===== src/inc/mfp_pkg.sv =====
// Constants shared by the multi-function I/O port block.
// Assumes a 32-bit AHB-Lite slave with word-aligned registers.
package mfp_pkg;
    // ------------------------------------------------------------
    // Register byte offsets
    // ------------------------------------------------------------
    localparam logic [7:0] OFF_OUT    = 8'h00;
    localparam logic [7:0] OFF_IN     = 8'h04;
    localparam logic [7:0] OFF_DIR    = 8'h08;
    localparam logic [7:0] OFF_OPEN   = 8'h0C;
    localparam logic [7:0] OFF_PULLUP = 8'h10;
    localparam logic [7:0] OFF_ANA    = 8'h14;
    localparam logic [7:0] OFF_FUNC   = 8'h18;
    localparam logic [7:0] OFF_SYNC   = 8'h1C;
    // ------------------------------------------------------------
    // Function-enable register fields
    // ------------------------------------------------------------
    localparam int FB_PWM0  = 0;
    localparam int FB_PWM1  = 1;
    localparam int FB_CPUCK = 2;
    localparam int FB_SLOW  = 3;
    localparam int FB_SYNC  = 4;
    localparam int FB_TX    = 5;
    localparam int FB_RX    = 6;
    localparam int FB_CKSEL = 7;
    // Sync-serial register fields
    localparam int SB_L0VAL = 0;
    localparam int SB_L1VAL = 1;
    localparam int SB_L0OUT = 2;
    localparam int SB_L1OUT = 3;
    // ------------------------------------------------------------
    // Reset values
    // ------------------------------------------------------------
    localparam logic [7:0] RST_OUT    = 8'h00;
    localparam logic [7:0] RST_DIR    = 8'h00;
    localparam logic [7:0] RST_OPEN   = 8'h00;
    localparam logic [7:0] RST_PULLUP = 8'hFF;
    localparam logic [7:0] RST_ANA    = 8'h00;
    localparam logic [7:0] RST_FUNC   = 8'h00;
    localparam logic [3:0] RST_SYNC   = 4'h0;
    // AHB encodings
    localparam logic [1:0] HTRANS_NONSEQ = 2'h2;
    localparam logic [2:0] HSIZE_WORD    = 3'h2;

    typedef enum logic [1:0] {
        ST_IDLE = 2'b01,
        ST_DATA = 2'b10
    } mfp_bus_t;
endpackage


===== src/verilog/mfp_sync8.sv =====
// Two-flop synchroniser for the eight pad input levels.
// Assumes pads are asynchronous to mclk.
`timescale 1ns/100ps
`default_nettype none
module mfp_sync8 (
    input  wire logic       mclk,   // System clock
    input  wire logic       reset,  // Sync reset, active high
    input  wire logic [7:0] din,    // Asynchronous levels
    output logic      [7:0] dout    // Synchronised levels
);
    import mfp_pkg::*;

    typedef struct packed {
        logic [7:0] s1;
        logic [7:0] s2;
    } mfp_sync_t;

    mfp_sync_t st_reg;
    mfp_sync_t st_next;

    always_comb
    begin
        st_next    = st_reg;
        st_next.s1 = din;
        st_next.s2 = st_reg.s1;
    end

    always_ff @(posedge mclk)
    begin
        if (reset)
        begin
            st_reg <= '0;
        end
        else
        begin
            st_reg <= st_next;
        end
    end

    assign dout = st_reg.s2;
endmodule
`default_nettype wire


===== src/verilog/mfp_port.sv =====
// Eight-pad multi-function I/O port with AHB-Lite register access.
// Assumes peripheral function signals are on mclk; pads and the
// power-on reset level are asynchronous and are synchronised here.
//
// Decided for this implementation: register access over AHB-Lite and the register offsets.
`timescale 1ns/100ps
`default_nettype none
// Notes on behaviour
// RULE1: PWM channel 0/1 enabled drives its waveform on pad 0/1.
// RULE2: Software sets pad 0/1 direction itself when using PWM.
// RULE3: Slow clock enable puts the 16 kHz clock on pad 3.
// RULE4: CPU clock enable puts the CPU clock on pad 2.
// RULE5: CPU clock select picks which source clock feeds pad 2.
// RULE6: Sync serial enable makes pads 4 and 5 open-drain serial lines.
// RULE7: Output lines 0/1 drive pad 4/5 from their value bits.
// RULE8: Software enables pads 4/5 pull-ups without external resistors.
// RULE9: Serial transmit drives pad 6; receive takes pad 7 as input.
// RULE10: Direction 1 enables output buffer; 0 leaves pad input-only.
// RULE11: Configuration reset clears direction and output-value bits.
// RULE12: Input register returns pad levels without debounce.
// RULE13: Input read shows real pin level even in output mode.
// RULE14: Output pad drives its output-value bit unless overridden.
// RULE15: Open-drain drives low for 0, releases for 1; resets push-pull.
// RULE16: Per-pad pull-up enable bits reset to one.
// RULE17: Pull-up only for inputs or open-drain outputs released high.
// RULE18: Pad 1 pulled down during power-on reset, up afterwards.
// RULE19: Input buffer enabled except in analog mode.
// RULE20: Software puts comparator pads 4 to 7 in unconnected analog mode.
// RULE21: Software orders pull-up, analog, line select, pull-up writes.
// RULE22: Analog mode: direction and value pick line, pull-up connects.
// RULE23: Analog beats peripheral function, which beats digital settings.
// RULE24: Configuration bits update on the accepted write's clock edge.
module mfp_port (
    input  wire logic        mclk,          // System clock, 200 MHz
    input  wire logic        reset,         // Sync reset, active high
    input  wire logic        hsel,          // AHB slave select
    input  wire logic [7:0]  haddr,         // AHB address, low byte
    input  wire logic [1:0]  htrans,        // AHB transfer type
    input  wire logic        hwrite,        // AHB write
    input  wire logic [2:0]  hsize,         // AHB size
    input  wire logic [31:0] hwdata,        // AHB write data
    input  wire logic        hready,        // AHB bus ready
    output logic      [31:0] hrdata,        // AHB read data
    output logic             hreadyout,     // AHB slave ready
    output logic             hresp,         // AHB response, OKAY
    input  wire logic [7:0]  padIn,         // Pad levels from pins
    output logic      [7:0]  padOut,        // Pad output levels
    output logic      [7:0]  padOe,         // Pad output enables
    output logic      [7:0]  padPullUp,     // Pull-up connected
    output logic      [7:0]  padPullDown,   // Pull-down connected
    output logic      [7:0]  padInEn,       // Input buffer enable
    output logic      [7:0]  padAnaConnect, // Pad on analog line
    output logic      [15:0] padAnaLine,    // Line number, 2 bits/pad
    input  wire logic        porActive,     // Power-on reset level
    input  wire logic        pwmWave0,      // PWM channel 0 waveform
    input  wire logic        pwmWave1,      // PWM channel 1 waveform
    input  wire logic        slowClock,     // 16 kHz clock
    input  wire logic        cpuClockFast,  // Clock for select 0
    input  wire logic        cpuClockSlow,  // Clock for select 1
    input  wire logic        serialTx,      // Serial transmit data
    output logic             serialRx,      // Serial receive data
    output logic             syncLine0In,   // Sync line 0 from pad 4
    output logic             syncLine1In    // Sync line 1 from pad 5
);
    import mfp_pkg::*;

    typedef struct packed {
        mfp_bus_t   bus;
        logic [7:0] addr;
        logic       wr;

        logic [7:0] padOutputValue;
        logic [7:0] padDirection;
        logic [7:0] padOpenDrain;
        logic [7:0] padPullupEnable;
        logic [7:0] padAnalogSelect;
        logic [7:0] func;
        logic [3:0] sync;
        logic       porS1;
        logic       porS2;

        logic [31:0] rdata;

        logic [7:0] oOut;
        logic [7:0] oOe;
        logic [7:0] oPu;
        logic [7:0] oPd;
        logic [7:0] oInEn;
        logic [7:0] oAnaCon;
        logic [15:0] oAnaLine;
        logic       oRx;
        logic       oL0;
        logic       oL1;
    } mfp_state_t;

    mfp_state_t st_reg;
    mfp_state_t st_next;
    logic [7:0] padSync;

    mfp_sync8 u_sync (
        .mclk  (mclk),
        .reset (reset),
        .din   (padIn),
        .dout  (padSync)
    );

    // ------------------------------------------------------------
    // Register read mux
    // ------------------------------------------------------------
    function automatic logic [31:0] readReg(input mfp_state_t s, input logic [7:0] a,
                                            input logic [7:0] pins);
        logic [31:0] r;
        r = 32'h0000_0000;
        if (a == OFF_OUT)
            r[7:0] = s.padOutputValue;
        else if (a == OFF_IN)
            r[7:0] = pins; // RULE12 RULE13
        else if (a == OFF_DIR)
            r[7:0] = s.padDirection;
        else if (a == OFF_OPEN)
            r[7:0] = s.padOpenDrain;
        else if (a == OFF_PULLUP)
            r[7:0] = s.padPullupEnable;
        else if (a == OFF_ANA)
            r[7:0] = s.padAnalogSelect;
        else if (a == OFF_FUNC)
            r[7:0] = s.func;
        else if (a == OFF_SYNC)
            r[3:0] = s.sync;
        return r;
    endfunction

    logic       po;
    logic       oe;
    logic       od;
    logic       fn;
    logic       takeReq;

    always_comb
    begin
        st_next = st_reg;
        po = 1'b0;
        oe = 1'b0;
        od = 1'b0;
        fn = 1'b0;
        // Only whole-word single transfers are mapped
        takeReq = hsel && hready && (htrans == HTRANS_NONSEQ)
                  && (hsize == HSIZE_WORD);
        // ------------------------------------------------------------
        // Bus slave: zero wait states, data phase one cycle after address
        // ------------------------------------------------------------
        case (st_reg.bus)
            ST_IDLE:
            begin
                st_next.bus = ST_IDLE;
            end
            ST_DATA:
            begin
                st_next.bus = ST_IDLE;
                if (st_reg.wr)
                begin
                    // RULE24
                    if (st_reg.addr == OFF_OUT)
                        st_next.padOutputValue = hwdata[7:0];
                    else if (st_reg.addr == OFF_DIR)
                        st_next.padDirection = hwdata[7:0];
                    else if (st_reg.addr == OFF_OPEN)
                        st_next.padOpenDrain = hwdata[7:0];
                    else if (st_reg.addr == OFF_PULLUP)
                        st_next.padPullupEnable = hwdata[7:0];
                    else if (st_reg.addr == OFF_ANA)
                        st_next.padAnalogSelect = hwdata[7:0];
                    else if (st_reg.addr == OFF_FUNC)
                        st_next.func = hwdata[7:0];
                    else if (st_reg.addr == OFF_SYNC)
                        st_next.sync = hwdata[3:0];
                end
            end
            default:
            begin
                st_next.bus = ST_IDLE;
            end
        endcase
        if (takeReq)
        begin
            st_next.bus   = ST_DATA;
            st_next.addr  = {haddr[7:2], 2'b00};
            st_next.wr    = hwrite;
            // Writes leave the last read data standing
            if (!hwrite)
            begin
                st_next.rdata = readReg(st_reg, {haddr[7:2], 2'b00}, padSync);
            end
        end
        // Power-on reset level is asynchronous
        st_next.porS1 = porActive;
        st_next.porS2 = st_reg.porS1;

        // ------------------------------------------------------------
        // Pad muxing, one pad at a time
        // ------------------------------------------------------------
        for (int i = 0; i < 8; i++)
        begin
            po = st_reg.padOutputValue[i];   // RULE14
            oe = st_reg.padDirection[i];     // RULE10
            od = st_reg.padOpenDrain[i];
            fn = 1'b0;
            // RULE23: functions override digital settings
            if (i == 0 && st_reg.func[FB_PWM0])
            begin
                po = pwmWave0; // RULE1
                fn = 1'b1;
            end

            if (i == 1 && st_reg.func[FB_PWM1])
            begin
                po = pwmWave1; // RULE1
                fn = 1'b1;
            end

            if (i == 2 && st_reg.func[FB_CPUCK])
            begin
                // RULE4 RULE5
                po = st_reg.func[FB_CKSEL] ? cpuClockSlow : cpuClockFast;
                fn = 1'b1;
            end

            if (i == 3 && st_reg.func[FB_SLOW])
            begin
                po = slowClock; // RULE3
                fn = 1'b1;
            end

            if (i == 4 && st_reg.func[FB_SYNC])
            begin
                // RULE6 RULE7
                od = 1'b1;
                oe = st_reg.sync[SB_L0OUT];
                po = st_reg.sync[SB_L0VAL];
                fn = 1'b1;
            end

            if (i == 5 && st_reg.func[FB_SYNC])
            begin
                // RULE6 RULE7
                od = 1'b1;
                oe = st_reg.sync[SB_L1OUT];
                po = st_reg.sync[SB_L1VAL];
                fn = 1'b1;
            end

            if (i == 6 && st_reg.func[FB_TX])
            begin
                oe = 1'b1; // RULE9
                od = 1'b0;
                po = serialTx;
                fn = 1'b1;
            end

            if (i == 7 && st_reg.func[FB_RX])
            begin
                oe = 1'b0; // RULE9
                fn = 1'b1;
            end

            if (st_reg.padAnalogSelect[i])
            begin
                // RULE22 RULE23: analog overrides everything
                st_next.oOut[i]    = 1'b0;
                st_next.oOe[i]     = 1'b0;
                st_next.oPu[i]     = 1'b0;
                st_next.oPd[i]     = 1'b0;
                st_next.oInEn[i]   = 1'b0; // RULE19
                st_next.oAnaCon[i] = st_reg.padPullupEnable[i];
                st_next.oAnaLine[2*i +: 2] = {st_reg.padDirection[i],
                                              st_reg.padOutputValue[i]};
            end
            else
            begin
                st_next.oInEn[i]   = 1'b1; // RULE19
                st_next.oAnaCon[i] = 1'b0;
                st_next.oAnaLine[2*i +: 2] = 2'b00;
                // Open-drain only ever drives low; the enable carries data
                st_next.oOut[i] = od ? 1'b0 : po; // RULE15
                st_next.oOe[i]  = oe && !(od && po); // RULE10 RULE15
                // RULE17: no pull-up while pad is actively driven
                st_next.oPu[i]  = st_reg.padPullupEnable[i]
                                  && (!oe || (od && po));
                st_next.oPd[i]  = 1'b0;
                if (i == 1 && st_reg.porS2)
                begin
                    st_next.oPu[i] = 1'b0; // RULE18
                    st_next.oPd[i] = 1'b1; // RULE18
                end
            end

            if (fn && i == 0)
                st_next.oOut[i] = st_next.oOut[i];
        end
        // Function inputs: pads read even while driving
        st_next.oRx = st_reg.func[FB_RX] ? padSync[7] : 1'b1; // RULE9
        st_next.oL0 = padSync[4];
        st_next.oL1 = padSync[5];
    end

    always_ff @(posedge mclk)
    begin
        if (reset)
        begin
            // RULE11 RULE16
            st_reg                 <= '0;
            st_reg.bus             <= ST_IDLE;
            st_reg.padOutputValue  <= RST_OUT;
            st_reg.padDirection    <= RST_DIR;
            st_reg.padOpenDrain    <= RST_OPEN; // RULE15
            st_reg.padPullupEnable <= RST_PULLUP;
            st_reg.padAnalogSelect <= RST_ANA;
            st_reg.func            <= RST_FUNC;
            st_reg.sync            <= RST_SYNC;
            st_reg.oInEn           <= 8'hFF;
            st_reg.oPu             <= 8'hFF;
            st_reg.oRx             <= 1'b1;
        end
        else
        begin
            st_reg <= st_next;
        end
    end

    assign hrdata        = st_reg.rdata;
    assign hreadyout     = 1'b1;
    assign hresp         = 1'b0;
    assign padOut        = st_reg.oOut;
    assign padOe         = st_reg.oOe;
    assign padPullUp     = st_reg.oPu;
    assign padPullDown   = st_reg.oPd;
    assign padInEn       = st_reg.oInEn;
    assign padAnaConnect = st_reg.oAnaCon;
    assign padAnaLine    = st_reg.oAnaLine;
    assign serialRx      = st_reg.oRx;
    assign syncLine0In   = st_reg.oL0;
    assign syncLine1In   = st_reg.oL1;
endmodule
`default_nettype wire


===== config.mk =====
export PLATFORM = sky130hd
export DESIGN_NAME = mfp_port
export DESIGN_NICKNAME = d
export VERILOG_FILES = /design/src/inc/mfp_pkg.sv /design/src/verilog/mfp_sync8.sv /design/src/verilog/mfp_port.sv
export SDC_FILE = /design/constraint.sdc
export NUM_CORES = 1
export LEC_CHECK = 0
export BUFFER_PORTS_ARGS = -buffer_cell sky130_fd_sc_hd__buf_2
export CORE_AREA = 2 2 112 114
export DETAILED_ROUTE_END_ITERATION = 8
export DIE_AREA = 0 0 114 116
export PLACE_DENSITY = 0.89
export RECOVER_POWER = 25
export SYNTH_ARGS = -nofsm -noshare
export SYNTH_HDL_FRONTEND = slang
export SYNTH_SLANG_ARGS = --single-unit

===== constraint.sdc =====
create_clock -name mclk -period 2.2 [get_ports mclk]
set_input_delay 0.11 -clock mclk [delete_from_list [all_inputs] [get_ports mclk]]
set_output_delay 0.11 -clock mclk [all_outputs]
set_load 0.02 [all_outputs]

# Word level (Yosys, flattened, before mapping)
# Cells that the tools add are included.
dict set report op_classes {
  n_reduce_logical 86
  bitwise_logic 16
  n_eq_ne 16
  n_mux 43
}
# op count
set op_table {}
lappend op_table {{$eq 6x3->1 const B} 8}
lappend op_table {{$mux 8} 6}
lappend op_table {{$reduce_or 2->1} 17}
lappend op_table {{$mux 1} 33}
lappend op_table {{$logic_and 1x1->1} 27}
lappend op_table {{$eq 6x2->1 const B} 4}
lappend op_table {{$reduce_or 3->1} 8}
lappend op_table {{$logic_not 1->1} 16}
lappend op_table {{$not 1->1} 16}
lappend op_table {{$mux 4} 3}
lappend op_table {{$mux 11} 1}
lappend op_table {{$reduce_and 9->1} 1}
lappend op_table {{$logic_not 8->1} 1}
lappend op_table {{$logic_or 1x1->1} 8}
lappend op_table {{$reduce_and 8->1} 1}
lappend op_table {{$reduce_and 7->1} 1}
lappend op_table {{$eq 6x1->1 const B} 1}
lappend op_table {{$logic_not 6->1} 1}
lappend op_table {{$reduce_and 6->1} 1}
lappend op_table {{$reduce_and 5->1} 1}
lappend op_table {{$eq 2x2->1 const B} 2}
lappend op_table {{$reduce_and 4->1} 1}
lappend op_table {{$eq 3x2->1 const B} 1}
lappend op_table {{$reduce_and 3->1} 1}
lappend op_table {{$reduce_and 2->1} 1}
dict set report word_totals {
  wordCells 215
  reg_bits 154
  inputBits 65
}

# Longest topological paths before layout
dict set report depth {
  ltp_word 9
  mapped_depth 6
  mapped_depth_nobuf 5
}

# Cells and area by module
# Synthesis repeated with hierarchy kept, for this count alone.
dict set report hier_totals {
  cells_unflattened 629
  area_unflattened_um2 6208.5
}
# mod instances cells_per_inst area_per_inst_um2
set by_module_without_submodules {}
lappend by_module_without_submodules {mfp_port 1 596 5744.3}
lappend by_module_without_submodules {mfp_sync8 1 33 464.2}

# Least setup slack after synthesis
# No wires, ideal clock.
dict set report synth_path {
  path_type {register -> register}
  from {register st_reg[157] (netlist name)}
  to {register st_reg[134] (netlist name)}
  slack_ns 0.660
  arrival_time_ns 1.412
  t_required_ns 2.072
  path_stages_with_launch 6
  path_cell_list {dfxtp_1 -> or3b_4 -> nor2_4 -> nand3_4 -> mux2i_1 -> nor2_1}
}
dict set report synth_between {
  elab_chain_len 3
  word_cells_on_any_way 6
  classes_between {eq/ne (2); bitwise (2); reduce/logical (2)}
}
# item line_no
set synth_rtl {}
lappend synth_rtl {{from (decl)} mfp_port.sv:96} ;# mfp_state_t st_reg;
lappend synth_rtl {{from (signal assigned)} mfp_port.sv:326} ;# st_reg <= st_next;
lappend synth_rtl {{$eq 6x2->1 or $logic_not 8->1 (tied branches)} {mfp_port.sv:165, mfp_port.sv:163}}
lappend synth_rtl {{$not 1->1 (no line)} n/a}
lappend synth_rtl {{$reduce_and 5->1 (no line) *} n/a}
# Mark *: on every way between the ends. The rest lies on a longest branch, timed or not.
# A chain may end at the register's enable or synchronous reset.

# Worst setup path in the final report
dict set report layout_path {
  from {register st_reg[162] (netlist name)}
  to {register st_reg[126] (netlist name)}
}
dict set report layout_between {
  elab_chain_len 2
}
# item line_no
set layout_rtl {}
lappend layout_rtl {{$eq 2x2->1} mfp_port.sv:152} ;# case (st_reg.bus)
lappend layout_rtl {{$reduce_and 6->1 (no line)} n/a}
# Every way passes these cells.

==> metrics <==
Syn-to-layout area delta 14.0%; setup_tns 0 ns; initial drt markers just under 400; Area contributors post-synth dfxtp_1 48%, buf_4 12%, mux2i_1 9.2%, nor2_1 3.8%, nand2_1 3.0%; Worst Tran Pin Value 1.03 ns; final wirelength approximately 13 mm; FF-to-FF Start st_reg[162]; EDFF count, synth 0; # IOs 166; dpl cells 822; Worst Path Buf+Inv 1; Cell variety after synth 55; adder-cell share of the synthesized area 0; Residual DRC 0; footprint of the multi-input gates 0.00234 mm^2; H-tree depth 4; simple-gate share of the synthesized area 0.192; maximum fanout along the worst path 8; f_max 522 MHz; Max-slew headroom 0.312; DR vias/cell 5.15; largest net degree at the start of global routing 54; Largest register FFs 60; Hold Startpoint serialTx; CP Launch Type flop; CP Data Required Time between 2 and 3 ns; clock tree root buffer cell clkbuf_16; fillers 1,014; Worst R2R End st_reg[126]; total core area about 0.012 mm^2; CP Capture Type flop; std cell rows 40; Die Ht 116 um; min cycle time layout 1.91 ns; CP Class reg2reg; highest ir drop seen on vdd 0.000430 V; Post-synth ARST share 0; Placer Congestion 0.889; Yosys top cell by area dfxtp_1; max cap viols 0; DR vias approximately 4,500; reg-to-reg slack, setup about 0.29 ns; worst r2r path cells 6; Seq/Total Area, Yosys 0.483; number of clock sinks 147; worst skew pair latency about 0.42 ns; Antenna diodes 0; CTS Hold Buffers Added 14; Reg clk slew, reported paths roughly 0.050 ns; 1st-pass router iterations 5; post-synthesis instance total 640; P_leak 0.00298 uW; Synth Area in Compound Gates 0.0740; Primary FF master, synth dfxtp_1; DPL Wire Length 9.25 mm; synth warn 0; crit-path cells and3b_2 -> nor3b_2 -> buf_4 -> and3_1 -> nand2_1 -> nand3b_1; Final nets 773; CTS tree yes; vias in the first global route 4,086; Post-Syn Area roughly 0.0061 mm^2; slowest stage cell, crit path and3_1; clk_skew 0.00941 ns; die width ~110 um; Hold Path Class in2reg; multiplexer share of the synthesized area 0.0976; Critical Path Max Stage Delay 0.47 ns; pwr/cell area 830 mW/mm^2; fin. max-slew vios 0; Port Buf Inserts approximately 110; RSZ-0062 raised after global routing no; Final Cycle Share 0.870; Post-Layout Cell Count between 800 and 900; post-synth top area share 0.483; CP delay by family, top simple AND/OR/NAND/NOR gates; Hold Path Sink padOut[6]; Die ar. 0.0132 mm^2; Hold Path Cell Cnt 3; outcome finished clean; Avg WL per Cell 15.4 um; worst path arrival time about 2.3 ns; Total Routing Usage GR 0.204; antenna viol nets, final 0; initial antenna violation count 0; Synth Area in XOR/XNOR 0; GRT overflow 0; Finish-stage setup viols 0; clock buffer depth 2; first-pass GRT wire length 20.5 mm; cts repair resizes 0; Layout Utilization 0.583; syn_area_per_cell 9.52 um^2; Final Hold Viols 0; CTS buffer count 17; share of cells above drive strength 1 0.241; Synth Register Bits 147; Initial Util 0.511; largest family of logic cells by synthesized area simple AND/OR/NAND/NOR gates; Reg area about 0.0029 mm^2; setup bufs post-CTS 0
-- cell families (layout without fill, tap and decap cells) --
family | after synthesis | in the layout
multiplexers | 58 | 58
flip-flops | 147 | 147
AO/OA/AOI/OAI | 69 | 69
buffers and inverters | 145 | 195
other | 2 | 33
AND/OR/NAND/NOR | 219 | 219
-- area by class of cell --
cell class | instances | share of cell area
well taps | 147 | 0.0265
multi-input cells | 379 | 0.336
flip-flops and latches | 147 | 0.424
inverters | 26 | 0.0141
clock buffers | 23 | 0.0703
repair buffers | 137 | 0.114
clock inverters | 9 | 0.0148
-- per-layer routing --
layer  GRT usage  share of wire  up-vias  wire length [um]
li1            -              -     2155                 -
met3      0.0581          0.074       35               993
met4      0.0911          0.025        0               331
met1       0.246           0.42     2057              5580
met2       0.339           0.48      220              6450
met5           0              0        -                 0
-- metrics by stage --
stage | cell area [um^2] | setup WS (ns) | total power, uW | hold WS, ns
after floorplan | 6210 | 0.660 | 2940 | 0.218
after global placement | 6230 | 0.400 | 2970 | 0.319
after detailed placement | 6230 | 0.367 | 2980 | 0.323
after CTS | 6960 | 0.334 | 5790 | 0.00167
after global routing | 6940 | 0.113 | 5940 | 0.0151
final | 6940 | 0.286 | 5770 | 0.00792
-- placed cells by master, fill, tap and decap left out, types with 5 or more instances in the layout --
cell type / instances
nor2_1: 62
nand2_1: 48
inv_1: 26
dfxtp_1: 147
nor2b_1: 25
nor4_1: 5
a32oi_1: 5
mux2i_1: 56
a21oi_1: 15
nand3_1: 9
buf_2: 105
a31o_2: 8
o21ai_0: 22
and2_1: 17
clkinv_2: 5
nand3b_1: 8
conb_1: 33
dlygate4sd3_1: 14
clkbuf_16: 17
nor3_1: 12
buf_4: 15
-- synth_stat cells, drive strengths merged, types with 2 or more instances --
cell type and count:
and3 3, dfxtp 147, a32oi 5, nor4b 3, nor4 6, nand3b 8, and3b 2, inv 26
nand2 48, o21ai 22, o211ai 2, mux2i 56, or2 2, or3 2, a31o 8, nor2b 25
nor2 63, nand2b 2, buf 105, and2 21, clkbuf 14, a22o 2, a221oi 3, nor3b 3
a31oi 3, conb 2, nor3 13, a21oi 15, nand4 3, nand3 11, and2b 2
-- power by group --
part	switching, uW	total [uW]	internal (uW)	leakage, uW
Clock	1040	2830	1780	0.000297
Sequential	7.56	2690	2680	0.00119
Combinational	165	250	85.4	0.00150
-- worst register-to-register path, cell delays in order (launching register included) --
cell,delay [ns]
dfxtp_1,0.30
and3b_2,0.30
nor3b_2,0.35
buf_4,0.22
and3_1,0.47
nand2_1,0.10
nand3b_1,0.10
-- worst max path at each step --
| stage | start | end | slack, ns | cells past startpoint |
|---|---|---|---|---|
| 2_1_floorplan | st_reg[157] | st_reg[134] | 0.66 | 5 |
| 3_3_place_gp | st_reg[162] | st_reg[128] | 0.40 | 6 |
| 3_5_place_dp | st_reg[162] | st_reg[125] | 0.37 | 6 |
| 4_1_cts | st_reg[162] | st_reg[127] | 0.33 | 6 |
| 5_1_grt | reset | padAnaLine[1] | 0.11 | 4 |
| 6_report | st_reg[162] | st_reg[126] | 0.29 | 6 |
(Power assumes the default switching activity.)
